### config.mk
export PLATFORM = sky130hd
export DESIGN_NAME = dbt_timer
export DESIGN_NICKNAME = d
export VERILOG_FILES = /design/src/verilog/dbt_pkg.sv /design/src/verilog/dbt_timer.sv
export SDC_FILE = /design/constraint.sdc
export NUM_CORES = 1
export LEC_CHECK = 0
export BUFFER_PORTS_ARGS = -buffer_cell sky130_fd_sc_hd__buf_2
export CORE_MARGIN = 3
export CORE_UTILIZATION = 30
export DETAILED_ROUTE_END_ITERATION = 10
export PLACE_DENSITY_LB_ADDON = 0.05
export RECOVER_POWER = 100
export SLEW_MARGIN = 20
export SYNTH_ARGS = -nofsm -noshare
export SYNTH_HDL_FRONTEND = slang
export SYNTH_SLANG_ARGS = --single-unit
### constraint.sdc
create_clock -name pclk -period 3.1 [get_ports pclk]
set_input_delay 0.465 -clock pclk [delete_from_list [all_inputs] [get_ports pclk]]
set_output_delay 0.465 -clock pclk [all_outputs]
set_load 0.03 [all_outputs]
### src/verilog/dbt_pkg.sv
// Register map and field positions of the dual byte timer/counter
package dbt_pkg;
    // Offsets are word indices; the byte address is four times the index
    localparam int          ADDR_W         = 18;
    localparam logic [15:0] OFF_CONTROL    = 16'hfe10;
    localparam logic [15:0] OFF_PRESCALE   = 16'hfe11;
    localparam logic [15:0] OFF_COUNT_LO   = 16'hfe12;
    localparam logic [15:0] OFF_COUNT_HI   = 16'hfe13;
    localparam logic [15:0] OFF_MATCH_LO   = 16'hfe14;
    localparam logic [15:0] OFF_MATCH_HI   = 16'hfe15;
    localparam logic [15:0] OFF_CAPT_LO    = 16'hfe16;
    localparam logic [15:0] OFF_CAPT_HI    = 16'hfe17;
    localparam logic [15:0] OFF_WORD_MASK  = 16'hfffc;
    localparam int          BIT_HIGH_RUN   = 7;
    localparam int          BIT_LOW_RUN    = 6;
    localparam int          BIT_SIXTEEN    = 5;
    localparam int          BIT_LOW_EXT    = 4;
    localparam int          BIT_HIGH_FLAG  = 3;
    localparam int          BIT_HIGH_IE    = 2;
    localparam int          BIT_LOW_FLAG   = 1;
    localparam int          BIT_LOW_IE     = 0;
    localparam logic [7:0]  RST_CONTROL    = 8'h00;
    localparam logic [7:0]  RST_PRESCALE   = 8'h00;
    localparam logic [7:0]  RST_COUNT      = 8'h00;
    localparam logic [7:0]  RST_MATCH      = 8'h00;
    localparam logic [7:0]  RST_CAPT       = 8'h00;
endpackage

### src/verilog/dbt_timer.sv
// Dual byte timer/counter with prescaler, match buffers, capture and APB slave
//
// How it works
// Eight-bit prescaler counts cycles, pulses when equal to its match register.
// Prescaler restarts at zero on its pulse or a write to its register.
// Prescaler stops while the hold input is high.
// Low byte counts only while control bit 6 is set.
// High byte counts only while control bit 7 is set.
// Control bit 4 picks prescaler pulses or external events for low byte.
// Control bit 5 picks prescaler pulses or low-byte carries for high byte.
// A byte clears when stopped or when it matches.
// Match when byte equals its buffer; sixteen-bit mode compares all bits.
// Low buffer follows its register when stopped, reloads on match when running.
// Mode 0: two independent prescaled eight-bit timers.
// Event modes advance once per external event; period is value plus one.
// Mode 3: sixteen-bit event counter with period value plus one.
// Mode 2: sixteen-bit prescaled timer, low carries into high.
// Eight-bit modes: low capture inputs copy low byte to low capture.
// Eight-bit modes: high capture inputs copy high byte to high capture.
// Sixteen-bit modes: high capture inputs copy both bytes at once.
// Interrupt request per byte when its flag and enable are both set.
// Count and capture bytes are read only.
// High buffer follows its register when stopped, reloads on match when running.
// Match flag sets while running and stays until software clears it.
// Sixteen-bit mode with both bytes running sets both flags in the same cycle.
// Sixteen-bit select joins bytes into one counter compared as a whole.
`timescale 1ns/1ps
`default_nettype none
module dbt_timer #(
    parameter int LO_CAP_N = 4,
    parameter int HI_CAP_N = 4
) (
    input  wire logic                      pclk,
    input  wire logic                      presetn,
    input  wire logic                      clk_en,
    input  wire logic                      psel,
    input  wire logic                      penable,
    input  wire logic                      pwrite,
    input  wire logic [dbt_pkg::ADDR_W-1:0] paddr,
    input  wire logic [31:0]               pwdata,
    input  wire logic [3:0]                pstrb,
    output logic      [31:0]               prdata,
    output logic                           pready,
    output logic                           pslverr,
    input  wire logic                      hold_mode,
    input  wire logic                      external_count_input,
    input  wire logic [LO_CAP_N-1:0]       low_capture_input,
    input  wire logic [HI_CAP_N-1:0]       high_capture_input,
    output logic                           low_irq,
    output logic                           high_irq
);
    import dbt_pkg::*;

    if (LO_CAP_N < 1 || HI_CAP_N < 1) begin : g_cap_n_check
        $error("capture input counts must be at least one");
    end

    // Event inputs are detection levels from another domain; sync them first
    logic [1:0]          ext_sync_q;
    logic                ext_prev_q;
    logic [LO_CAP_N-1:0] lo_s1_q;
    logic [LO_CAP_N-1:0] lo_s2_q;
    logic [LO_CAP_N-1:0] lo_prev_q;
    logic [HI_CAP_N-1:0] hi_s1_q;
    logic [HI_CAP_N-1:0] hi_s2_q;
    logic [HI_CAP_N-1:0] hi_prev_q;

    always_ff @(posedge pclk or negedge presetn) begin
        if (!presetn) begin
            ext_sync_q <= 2'h0;
            ext_prev_q <= 1'b0;
            lo_s1_q    <= '0;
            lo_s2_q    <= '0;
            lo_prev_q  <= '0;
            hi_s1_q    <= '0;
            hi_s2_q    <= '0;
            hi_prev_q  <= '0;
        end else if (clk_en) begin
            ext_sync_q <= {ext_sync_q[0], external_count_input};
            ext_prev_q <= ext_sync_q[1];
            lo_s1_q    <= low_capture_input;
            lo_s2_q    <= lo_s1_q;
            lo_prev_q  <= lo_s2_q;
            hi_s1_q    <= high_capture_input;
            hi_s2_q    <= hi_s1_q;
            hi_prev_q  <= hi_s2_q;
        end
    end

    // Each rising edge of a detection line counts as one event
    logic ext_event;
    logic lo_cap_event;
    logic hi_cap_event;
    assign ext_event    = ext_sync_q[1] & ~ext_prev_q;
    assign lo_cap_event = |(lo_s2_q & ~lo_prev_q);
    assign hi_cap_event = |(hi_s2_q & ~hi_prev_q);

    // Register state
    logic [7:0] control_q;
    logic [7:0] prescale_match_q;
    logic [7:0] prescale_cnt_q;
    logic [7:0] match_lo_q;
    logic [7:0] match_hi_q;
    logic [7:0] buf_lo_q;
    logic [7:0] buf_hi_q;
    logic [7:0] count_lo_q;
    logic [7:0] count_hi_q;
    logic [7:0] capt_lo_q;
    logic [7:0] capt_hi_q;

    logic low_run;
    logic high_run;
    logic sixteen;
    logic low_ext;
    assign low_run  = control_q[BIT_LOW_RUN];
    assign high_run = control_q[BIT_HIGH_RUN];
    assign sixteen  = control_q[BIT_SIXTEEN];
    assign low_ext  = control_q[BIT_LOW_EXT];

    // APB decode; every access completes in its first access cycle
    logic        wr_acc;
    logic        rd_acc;
    logic        mapped;
    logic [15:0] word_addr;
    assign word_addr = paddr[ADDR_W-1:2];
    assign mapped    = (paddr[1:0] == 2'b00) && (word_addr >= OFF_CONTROL) && (word_addr <= OFF_CAPT_HI);
    assign wr_acc    = psel & penable & pwrite & pready & clk_en;
    assign rd_acc    = psel & penable & ~pwrite & pready & clk_en;

    logic wr_control;
    logic wr_prescale;
    logic wr_match_lo;
    logic wr_match_hi;
    assign wr_control  = wr_acc && mapped && word_addr == OFF_CONTROL && pstrb[0];
    assign wr_prescale = wr_acc && mapped && word_addr == OFF_PRESCALE && pstrb[0];
    assign wr_match_lo = wr_acc && mapped && word_addr == OFF_MATCH_LO && pstrb[0];
    assign wr_match_hi = wr_acc && mapped && word_addr == OFF_MATCH_HI && pstrb[0];

    // Prescaler
    logic pre_pulse;
    assign pre_pulse = !hold_mode && (prescale_cnt_q == prescale_match_q);

    always_ff @(posedge pclk or negedge presetn) begin
        if (!presetn) begin
            prescale_cnt_q <= RST_COUNT;
        end else if (clk_en) begin
            if (wr_prescale || pre_pulse) begin
                prescale_cnt_q <= 8'h00;
            end else if (!hold_mode) begin
                prescale_cnt_q <= prescale_cnt_q + 8'h01;
            end
        end
    end

    // Count clocks per mode
    logic lo_tick;
    logic hi_tick;
    logic lo_match;
    logic hi_match;
    logic lo_eq;
    logic hi_eq;
    logic lo_wrap;
    assign lo_tick = low_run & (low_ext ? ext_event : pre_pulse);
    assign lo_eq   = count_lo_q == buf_lo_q;
    assign hi_eq   = count_hi_q == buf_hi_q;
    // Sixteen-bit mode: low carries into high as it wraps past ff
    assign lo_wrap = count_lo_q == 8'hff;
    assign hi_tick = high_run & (sixteen ? (lo_tick & lo_wrap) : pre_pulse);
    // A match is seen on the tick that would step past the buffer value
    assign lo_match = sixteen ? (lo_tick & lo_eq & hi_eq) : (lo_tick & lo_eq);
    assign hi_match = sixteen ? lo_match : (hi_tick & hi_eq);

    always_ff @(posedge pclk or negedge presetn) begin
        if (!presetn) begin
            count_lo_q <= RST_COUNT;
        end else if (clk_en) begin
            if (!low_run || lo_match) begin
                count_lo_q <= 8'h00;
            end else if (lo_tick) begin
                count_lo_q <= count_lo_q + 8'h01;
            end
        end
    end

    always_ff @(posedge pclk or negedge presetn) begin
        if (!presetn) begin
            count_hi_q <= RST_COUNT;
        end else if (clk_en) begin
            if (!high_run || hi_match) begin
                count_hi_q <= 8'h00;
            end else if (hi_tick) begin
                count_hi_q <= count_hi_q + 8'h01;
            end
        end
    end

    // Match buffers
    always_ff @(posedge pclk or negedge presetn) begin
        if (!presetn) begin
            buf_lo_q <= RST_MATCH;
            buf_hi_q <= RST_MATCH;
        end else if (clk_en) begin
            if (!low_run || lo_match) begin
                buf_lo_q <= match_lo_q;
            end
            if (!high_run || hi_match) begin
                buf_hi_q <= match_hi_q;
            end
        end
    end

    // Software registers; a match in the clearing cycle keeps its flag
    logic [7:0] control_d;
    always_comb begin
        control_d = control_q;
        if (wr_control) begin
            control_d = pwdata[7:0];
        end
        if (lo_match && low_run) begin
            control_d[BIT_LOW_FLAG] = 1'b1;
        end
        if (hi_match && high_run) begin
            control_d[BIT_HIGH_FLAG] = 1'b1;
        end
    end

    always_ff @(posedge pclk or negedge presetn) begin
        if (!presetn) begin
            control_q        <= RST_CONTROL;
            prescale_match_q <= RST_PRESCALE;
            match_lo_q       <= RST_MATCH;
            match_hi_q       <= RST_MATCH;
        end else if (clk_en) begin
            control_q <= control_d;
            if (wr_prescale) begin
                prescale_match_q <= pwdata[7:0];
            end
            if (wr_match_lo) begin
                match_lo_q <= pwdata[7:0];
            end
            if (wr_match_hi) begin
                match_hi_q <= pwdata[7:0];
            end
        end
    end

    // Capture; undefined after reset in principle, zero here for determinism
    always_ff @(posedge pclk or negedge presetn) begin
        if (!presetn) begin
            capt_lo_q <= RST_CAPT;
            capt_hi_q <= RST_CAPT;
        end else if (clk_en) begin
            if (sixteen) begin
                if (hi_cap_event) begin
                    capt_lo_q <= count_lo_q;
                    capt_hi_q <= count_hi_q;
                end
            end else begin
                if (lo_cap_event) begin
                    capt_lo_q <= count_lo_q;
                end
                if (hi_cap_event) begin
                    capt_hi_q <= count_hi_q;
                end
            end
        end
    end

    // Interrupt requests
    always_ff @(posedge pclk or negedge presetn) begin
        if (!presetn) begin
            low_irq  <= 1'b0;
            high_irq <= 1'b0;
        end else if (clk_en) begin
            low_irq  <= control_d[BIT_LOW_FLAG] & control_d[BIT_LOW_IE];
            high_irq <= control_d[BIT_HIGH_FLAG] & control_d[BIT_HIGH_IE];
        end
    end

    // Read mux; each byte sits in lane zero of its aligned word
    logic [7:0]  rd_byte;
    logic [31:0] rd_word;
    always_comb begin
        rd_byte = 8'h00;
        unique case (word_addr)
            OFF_CONTROL:  rd_byte = control_q;
            OFF_PRESCALE: rd_byte = prescale_match_q;
            OFF_COUNT_LO: rd_byte = count_lo_q;
            OFF_COUNT_HI: rd_byte = count_hi_q;
            OFF_MATCH_LO: rd_byte = match_lo_q;
            OFF_MATCH_HI: rd_byte = match_hi_q;
            OFF_CAPT_LO:  rd_byte = capt_lo_q;
            OFF_CAPT_HI:  rd_byte = capt_hi_q;
            default:      rd_byte = 8'h00;
        endcase
        rd_word = {24'h000000, rd_byte};
    end

    // Zero-wait slave: pready rises in the first access cycle
    always_ff @(posedge pclk or negedge presetn) begin
        if (!presetn) begin
            pready  <= 1'b0;
            prdata  <= 32'h00000000;
            pslverr <= 1'b0;
        end else if (clk_en) begin
            pready  <= psel & ~penable;
            pslverr <= psel & ~penable & ~mapped;
            if (psel && !penable && !pwrite) begin
                prdata <= rd_word;
            end
        end
    end

    logic unused_ok;
    assign unused_ok = rd_acc | (|pwdata[31:8]) | (|pstrb[3:1]);

    a_pre_period: assert property (@(posedge pclk) disable iff (!presetn)
        clk_en && pre_pulse && !wr_prescale |=> prescale_cnt_q == 8'h00)
        else $error("prescaler did not restart");
    a_pre_hold: assert property (@(posedge pclk) disable iff (!presetn)
        clk_en && hold_mode && !wr_prescale |=> prescale_cnt_q == $past(prescale_cnt_q))
        else $error("prescaler moved in hold");
    a_long_carry: assert property (@(posedge pclk) disable iff (!presetn)
        clk_en && sixteen && high_run && lo_tick && lo_wrap && !lo_match |=>
        count_hi_q == 8'($past(count_hi_q) + 8'h01))
        else $error("low byte did not carry");
    a_low_stop: assert property (@(posedge pclk) disable iff (!presetn)
        clk_en && !low_run |=> count_lo_q == 8'h00)
        else $error("stopped low byte not cleared");
    a_high_stop: assert property (@(posedge pclk) disable iff (!presetn)
        clk_en && !high_run |=> count_hi_q == 8'h00)
        else $error("stopped high byte not cleared");
    a_match_clear: assert property (@(posedge pclk) disable iff (!presetn)
        clk_en && lo_match |=> count_lo_q == 8'h00)
        else $error("low byte not cleared on match");
    a_buf_follow: assert property (@(posedge pclk) disable iff (!presetn)
        clk_en && !low_run |=> buf_lo_q == $past(match_lo_q))
        else $error("low buffer not following");
    a_flag_sticky: assert property (@(posedge pclk) disable iff (!presetn)
        clk_en && hi_match && high_run |=> control_q[BIT_HIGH_FLAG])
        else $error("high flag not set");
    a_flags_joint: assert property (@(posedge pclk) disable iff (!presetn)
        clk_en && sixteen && low_run && high_run && lo_match |=>
        control_q[BIT_LOW_FLAG] && control_q[BIT_HIGH_FLAG])
        else $error("flags not set together");
    a_irq_gate: assert property (@(posedge pclk) disable iff (!presetn)
        low_irq |-> $past(control_d[BIT_LOW_IE]))
        else $error("low irq without enable");
endmodule
`default_nettype wire

; Word level (Yosys, flattened, before mapping)
; Cells that the tools add are included.
[totals]
register_bits = 127
mem_bits_ro = 0
ram_bits = 0
n_memories = 0
word_cells = 125
latch_bits = 0
input_bits = 70
[classes]
n_lt_le_gt_ge = 2
div = 0
n_eq_ne = 14
shifts = 0
n_mux = 17
n_reduce_logical = 42
mul = 0
n_addsub = 3
n_bitwise = 22
[op_table]
columns = op, count
row1 = 16-bit equality test (second input constant), 8
row2 = 8-bit 2-to-1 mux, 9
row3 = 8-bit one-hot mux with 8 select lines, 1
row4 = 8-bit by 1-bit adder with 8-bit output (second input constant), 3
row5 = 8-bit equality test, 3
row6 = 2-bit AND reduction, 11
row7 = 16-bit >= comparator (second input constant), 1
row8 = 16-bit <= comparator (second input constant), 1
row9 = 1-bit logical AND, 16
row10 = 1-bit bitwise AND, 15
row11 = 4-bit bitwise AND, 2
row12 = 8-bit equality test (second input constant), 1
row13 = 4-bit inverter, 2
row14 = 4-bit OR reduction, 2
row15 = 1-bit 2-to-1 mux, 6
row16 = 2-bit nonzero test, 3
row17 = 1-bit zero test, 5
row18 = 4-bit 2-to-1 mux, 1
row19 = 1-bit logical OR, 3
row20 = 1-bit inverter, 3
row21 = 3-bit AND reduction, 1
row22 = 2-bit zero test, 1
row23 = 2-bit by 1-bit != test with 1-bit output (second input constant), 1
row24 = 2-bit != test (second input constant), 1

; Longest topological paths before layout
[logic_depth]
word_depth = 12
mapped_depth = 8

; Worst setup path before layout
; OpenSTA, ideal clock, no wires.
[synth_timing]
path_kind = input-to-reg
start = input paddr[5] in the netlist's numbering
end = register match_lo_q[0]
n_path_buf = 1
arrival_time_ns = 2.451
required_ns = 2.975
setup_slack_ns = 0.524
stages = 7
path_cell_list = or4b_4 -> nor4_4 -> and2b_1 -> buf_4 -> nand2_2 -> nor3_4 -> mux2_2
[synth_between]
elab_chain_cells = 7
elab_cells_between_ends = 9
cone_classes = order compare: 2 / eq/ne: 1 / reduce/logical: 6
[synth_lines]
columns = item, line_no
row1 = start: declaration, dbt_timer.sv:39  ; input wire logic [dbt_pkg::ADDR_W-1:0] paddr,
row2 = 16-bit >= comparator, dbt_timer.sv:126  ; assign mapped = (paddr[1:0] == 2'b00) && (word_addr >= OFF_CONTROL) && (word_addr <= OFF_CAPT_HI);
row3 = 1-bit logical AND (2 in a row), dbt_timer.sv:126
row4 = 1-bit logical AND, dbt_timer.sv:136  ; assign wr_match_lo = wr_acc && mapped && word_addr == OFF_MATCH_LO && pstrb[0];
row5 = 1-bit logical AND (*) (2 in a row), dbt_timer.sv:136
row6 = 2-bit AND reduction (no line) (*), n/a
row7 = end signal: assignment, dbt_timer.sv:239  ; match_lo_q <= pwdata[7:0];
row8 = end: declaration, dbt_timer.sv:102  ; logic [7:0] match_lo_q;
; Every way passes the cells marked *; elsewhere a longest branch is shown, timed or not.
; A chain may end at the register's enable or synchronous reset.

; Final worst setup path
[layout_timing]
start = register prescale_match_q[4]
end = register count_lo_q[2]
[layout_between]
elab_chain_cells = 10
elab_cells_between_ends = 11
cone_classes = eq/ne: 1 / mux: 3 / bitwise: 3 / reduce/logical: 4
[layout_lines]
columns = item, line_no
row1 = start: declaration, dbt_timer.sv:100  ; logic [7:0] prescale_match_q;
row2 = start signal: assignment, dbt_timer.sv:236  ; prescale_match_q <= pwdata[7:0];
row3 = 8-bit equality test (*), dbt_timer.sv:141  ; assign pre_pulse = !hold_mode && (prescale_cnt_q == prescale_match_q);
row4 = 1-bit logical AND (*), dbt_timer.sv:141
row5 = 1-bit 2-to-1 mux (*), dbt_timer.sv:163  ; assign lo_tick = low_run & (low_ext ? ext_event : pre_pulse);
row6 = 1-bit bitwise AND (*), dbt_timer.sv:163
row7 = 1-bit bitwise AND (2 in a row), dbt_timer.sv:170  ; assign lo_match = sixteen ? (lo_tick & lo_eq & hi_eq) : (lo_tick & lo_eq);
row8 = 1-bit 2-to-1 mux, dbt_timer.sv:170
row9 = 1-bit logical OR, dbt_timer.sv:177  ; if (!low_run || lo_match) begin
row10 = 2-bit nonzero test (no line), n/a
row11 = 2-bit AND reduction (no line), n/a
row12 = end signal: assignment, dbt_timer.sv:180  ; count_lo_q <= count_lo_q + 8'h01;
row13 = end: declaration, dbt_timer.sv:106  ; logic [7:0] count_lo_q;
; Marks and branches as above.

==> metrics.txt <==
total global-route track usage=between 10% and 20%; met3 Usage GRT=a little over 3%; clock latency on the worst-skew pair=approximately 420 ps; slowest stage cell, crit path=nor4_2; top cells by area, synth=dfrtp_1 48%, mux2_2 16%, xor2_1 3.5%, buf_4 2.9%, mux4_2 2.4%; CTS tree=built; GRT Max-Usage Layer=met2; share of cells above drive strength 1=a little under a third; DP HPWL=between 10000 and 15000 um; Cells on Worst Hold Path=2; syn_area_per_cell=approximately 11 um2; row count=53; WHS=~270 ps; RePlAce Congestion=approximately 0.82; CP Data Arrival Time=roughly 3000 ps; fraction of registers with async set/reset=between 90% and 100%; area delta synth->final=18.4%; remaining antenna violation count=0; total gr overflow=0; RSZ-0062 raised after global routing=no; worst r2r path cells=6; Unique masters post-synth=between 60 and 70; number of global-route vias before repair=roughly 4.8k; top cells by count, synth=127 x dfrtp_1, 93 x mux2_2, 41 x nand2_1; PortBufs=54; Max stage delay on crit path=between 500 and 600 ps; Final min period=between 2000 and 3000 ps; sw frac=a little over a quarter; Psw=~0.0011 W; fin nets=approximately 720; Area after DPL=0.00723 mm2; initial antenna violation count=0; Worst Hold Class=input port to register; Fmax achieved=368 MHz; non-filler cells, final=~940; Int Power=~0.0032 W; clk buf depth=2; outcome=complete, but fails checks; CP startpoint kind=register; pre-CTS WS=just over 200 ps; WS Path Type=register to register; Worst Skew=just under 9 ps; met1 usage=between 20 and 25%; Peak VDD IR=0.000329 V; final setup TNS=0 ps; Crit. End Element=register; sequential share of power=41.6%; Core ar.=0.0212 mm2; most instantiated library cell after synthesis=dfrtp_1; post-CTS setup buffers=0; flip-flop and latch count after synthesis=127; LEAKAGE=3.64 nW; Worst EP required=3380 ps; post-synth top area share=between 40% and 50%; Clock Sinks=between 100 and 150; YS warnings=0; Antenna Cells=0; pin count of the biggest net entering global routing=between 60 and 70; delay-heaviest family, CP=simple AND/OR/NAND/NOR gates; Clk pwr share=47.8%; Initial DRT Pass Iterations=5; Combinational Power Share=10.6%; Clk pin slew, worst setup/hold paths=around 60 ps; critical path fanouts, max=6; Final period util=approximately 88%; GR Util met2=around 24%; critical-path cell list=xor2_1 -> nor4_2 -> and4_1 -> o21ai_0 -> or4_1 -> o311ai_0; H-tree depth=4; number of enable flip-flop cells after synthesis=0; Rel. slew slack=-33.9%; mapped cell area=0.00656 mm2; fin. max-slew vios=34; cell taking the most area after synthesis=dfrtp_1; Mapped Cells=571; dpl cells=~900; Horiz. Die Dim=roughly 150 um; failing checks=max-capacitance violations, max-slew violations; final setup margin=~380 ps; Fillers=between 2k and 2.5k; total CTS buffers=17; Most used DFF post-synth=dfrtp_1; WP depth=6; die footprint=0.0237 mm2; register area share after synthesis=48.5%; CP Buf/Inv Count=0; Post-Route WL=between 15000 and 20000 um; # IOs=106; Root Buffer=clkbuf_16; CTS resizes=0; pwr/cell area=~550 mW/mm2; Initial Utilization=a little under a third; final instance area=0.00776 mm2; number of remaining DRC errors=0; first-pass GRT wire length=about 28000 um; DR vias=4659; Worst-Margin Slew=between 2000 and 2500 ps; Initial DRC Count=approximately 270; Final Hold Fails=0; Hold Buf Count CTS=1; via density per instance=around 5; final setup fails=0; # Max-Cap Violations=1; routed wire length per instance=around 19 um; DIE HEIGHT=approximately 150 um
-- through the flow --
step / power, W / utilization (%)
2_1_floorplan: 0.00211 / -
3_3_place_gp: 0.00228 / 34.1
3_5_place_dp: 0.00229 / 34.1
4_1_cts: 0.00438 / 37.0
5_1_grt: 0.00451 / 36.6
6_report: 0.00431 / 36.6
-- power by group through the flow --
stage          clock (W)  sequential [W]  combinational, W
4_1_cts          0.00211         0.00179          0.000478
3_3_place_gp           0         0.00181          0.000469
3_5_place_dp           0         0.00182          0.000475
2_1_floorplan          0         0.00181          0.000306
5_1_grt          0.00220         0.00180          0.000514
6_report         0.00206         0.00179          0.000458
-- cells in the final DEF, fill, tap and decap left out, types with 10 or more instances in the layout --
cell type and count:
buf_2 40, buf_4 20, clkbuf_1 22, clkbuf_16 17, conb_1 24, dfrtp_1 127, inv_1 20, mux2_2 91
nand2_1 42, nand3_1 16, nand4_1 12, nor2_1 16, o21ai_0 32, xnor2_1 10, xor2_1 26
-- cell families (layout without fill, tap and decap cells) --
| logic type | Yosys count | in the layout | synth area share, % |
|---|---|---|---|
| other cells | 1 | 24 | 0.0572 |
| mux | 105 | 105 | 19.1 |
| xor+xnor | 36 | 36 | 4.81 |
| compound gates | 93 | 93 | 9.85 |
| buf+inv | 71 | 138 | 5.54 |
| simple gates | 135 | 135 | 11.5 |
| fa+ha+maj | 3 | 3 | 0.573 |
| flops | 127 | 127 | 48.5 |
-- layout make-up --
| class | instances | area, um2 | area share (%) |
|---|---|---|---|
| well taps | 275 | 344 | 4.43 |
| repair buffers | 86 | 474 | 6.11 |
| clock inverters | 13 | 164 | 2.11 |
| multi-input cells | 396 | 3080 | 39.7 |
| clock buffers | 19 | 443 | 5.71 |
| flip-flops and latches | 127 | 3180 | 40.9 |
| inverters | 20 | 75.1 | 0.967 |
-- worst paths after layout --
check	endpoint	from	slack (ps)
min in group asynchronous	lo_s2_q[1]	presetn	1160
hold / removal	hi_s1_q[0]	high_capture_input[0]	270
setup reg to reg	count_lo_q[2]	prescale_match_q[4]	380
max in group asynchronous	control_q[5]	presetn	610
hold reg to reg	capt_hi_q[7]	capt_hi_q[7]	480
setup / recovery	count_lo_q[2]	prescale_match_q[4]	380
-- routing by layer --
metal  up-vias  share of wire, %
li1       2195                 -
met1      2340                48
met2       106                47
met3        18               3.4
met4         0               1.3
met5         -                 0
-- worst register-to-register path, stage by stage, from the launching register on --
cell	delay, ps
dfrtp_1	430
xor2_1	190
nor4_2	560
and4_1	450
o21ai_0	290
or4_1	540
o311ai_0	120
Note: power is estimated with default switching activity, not from simulation.
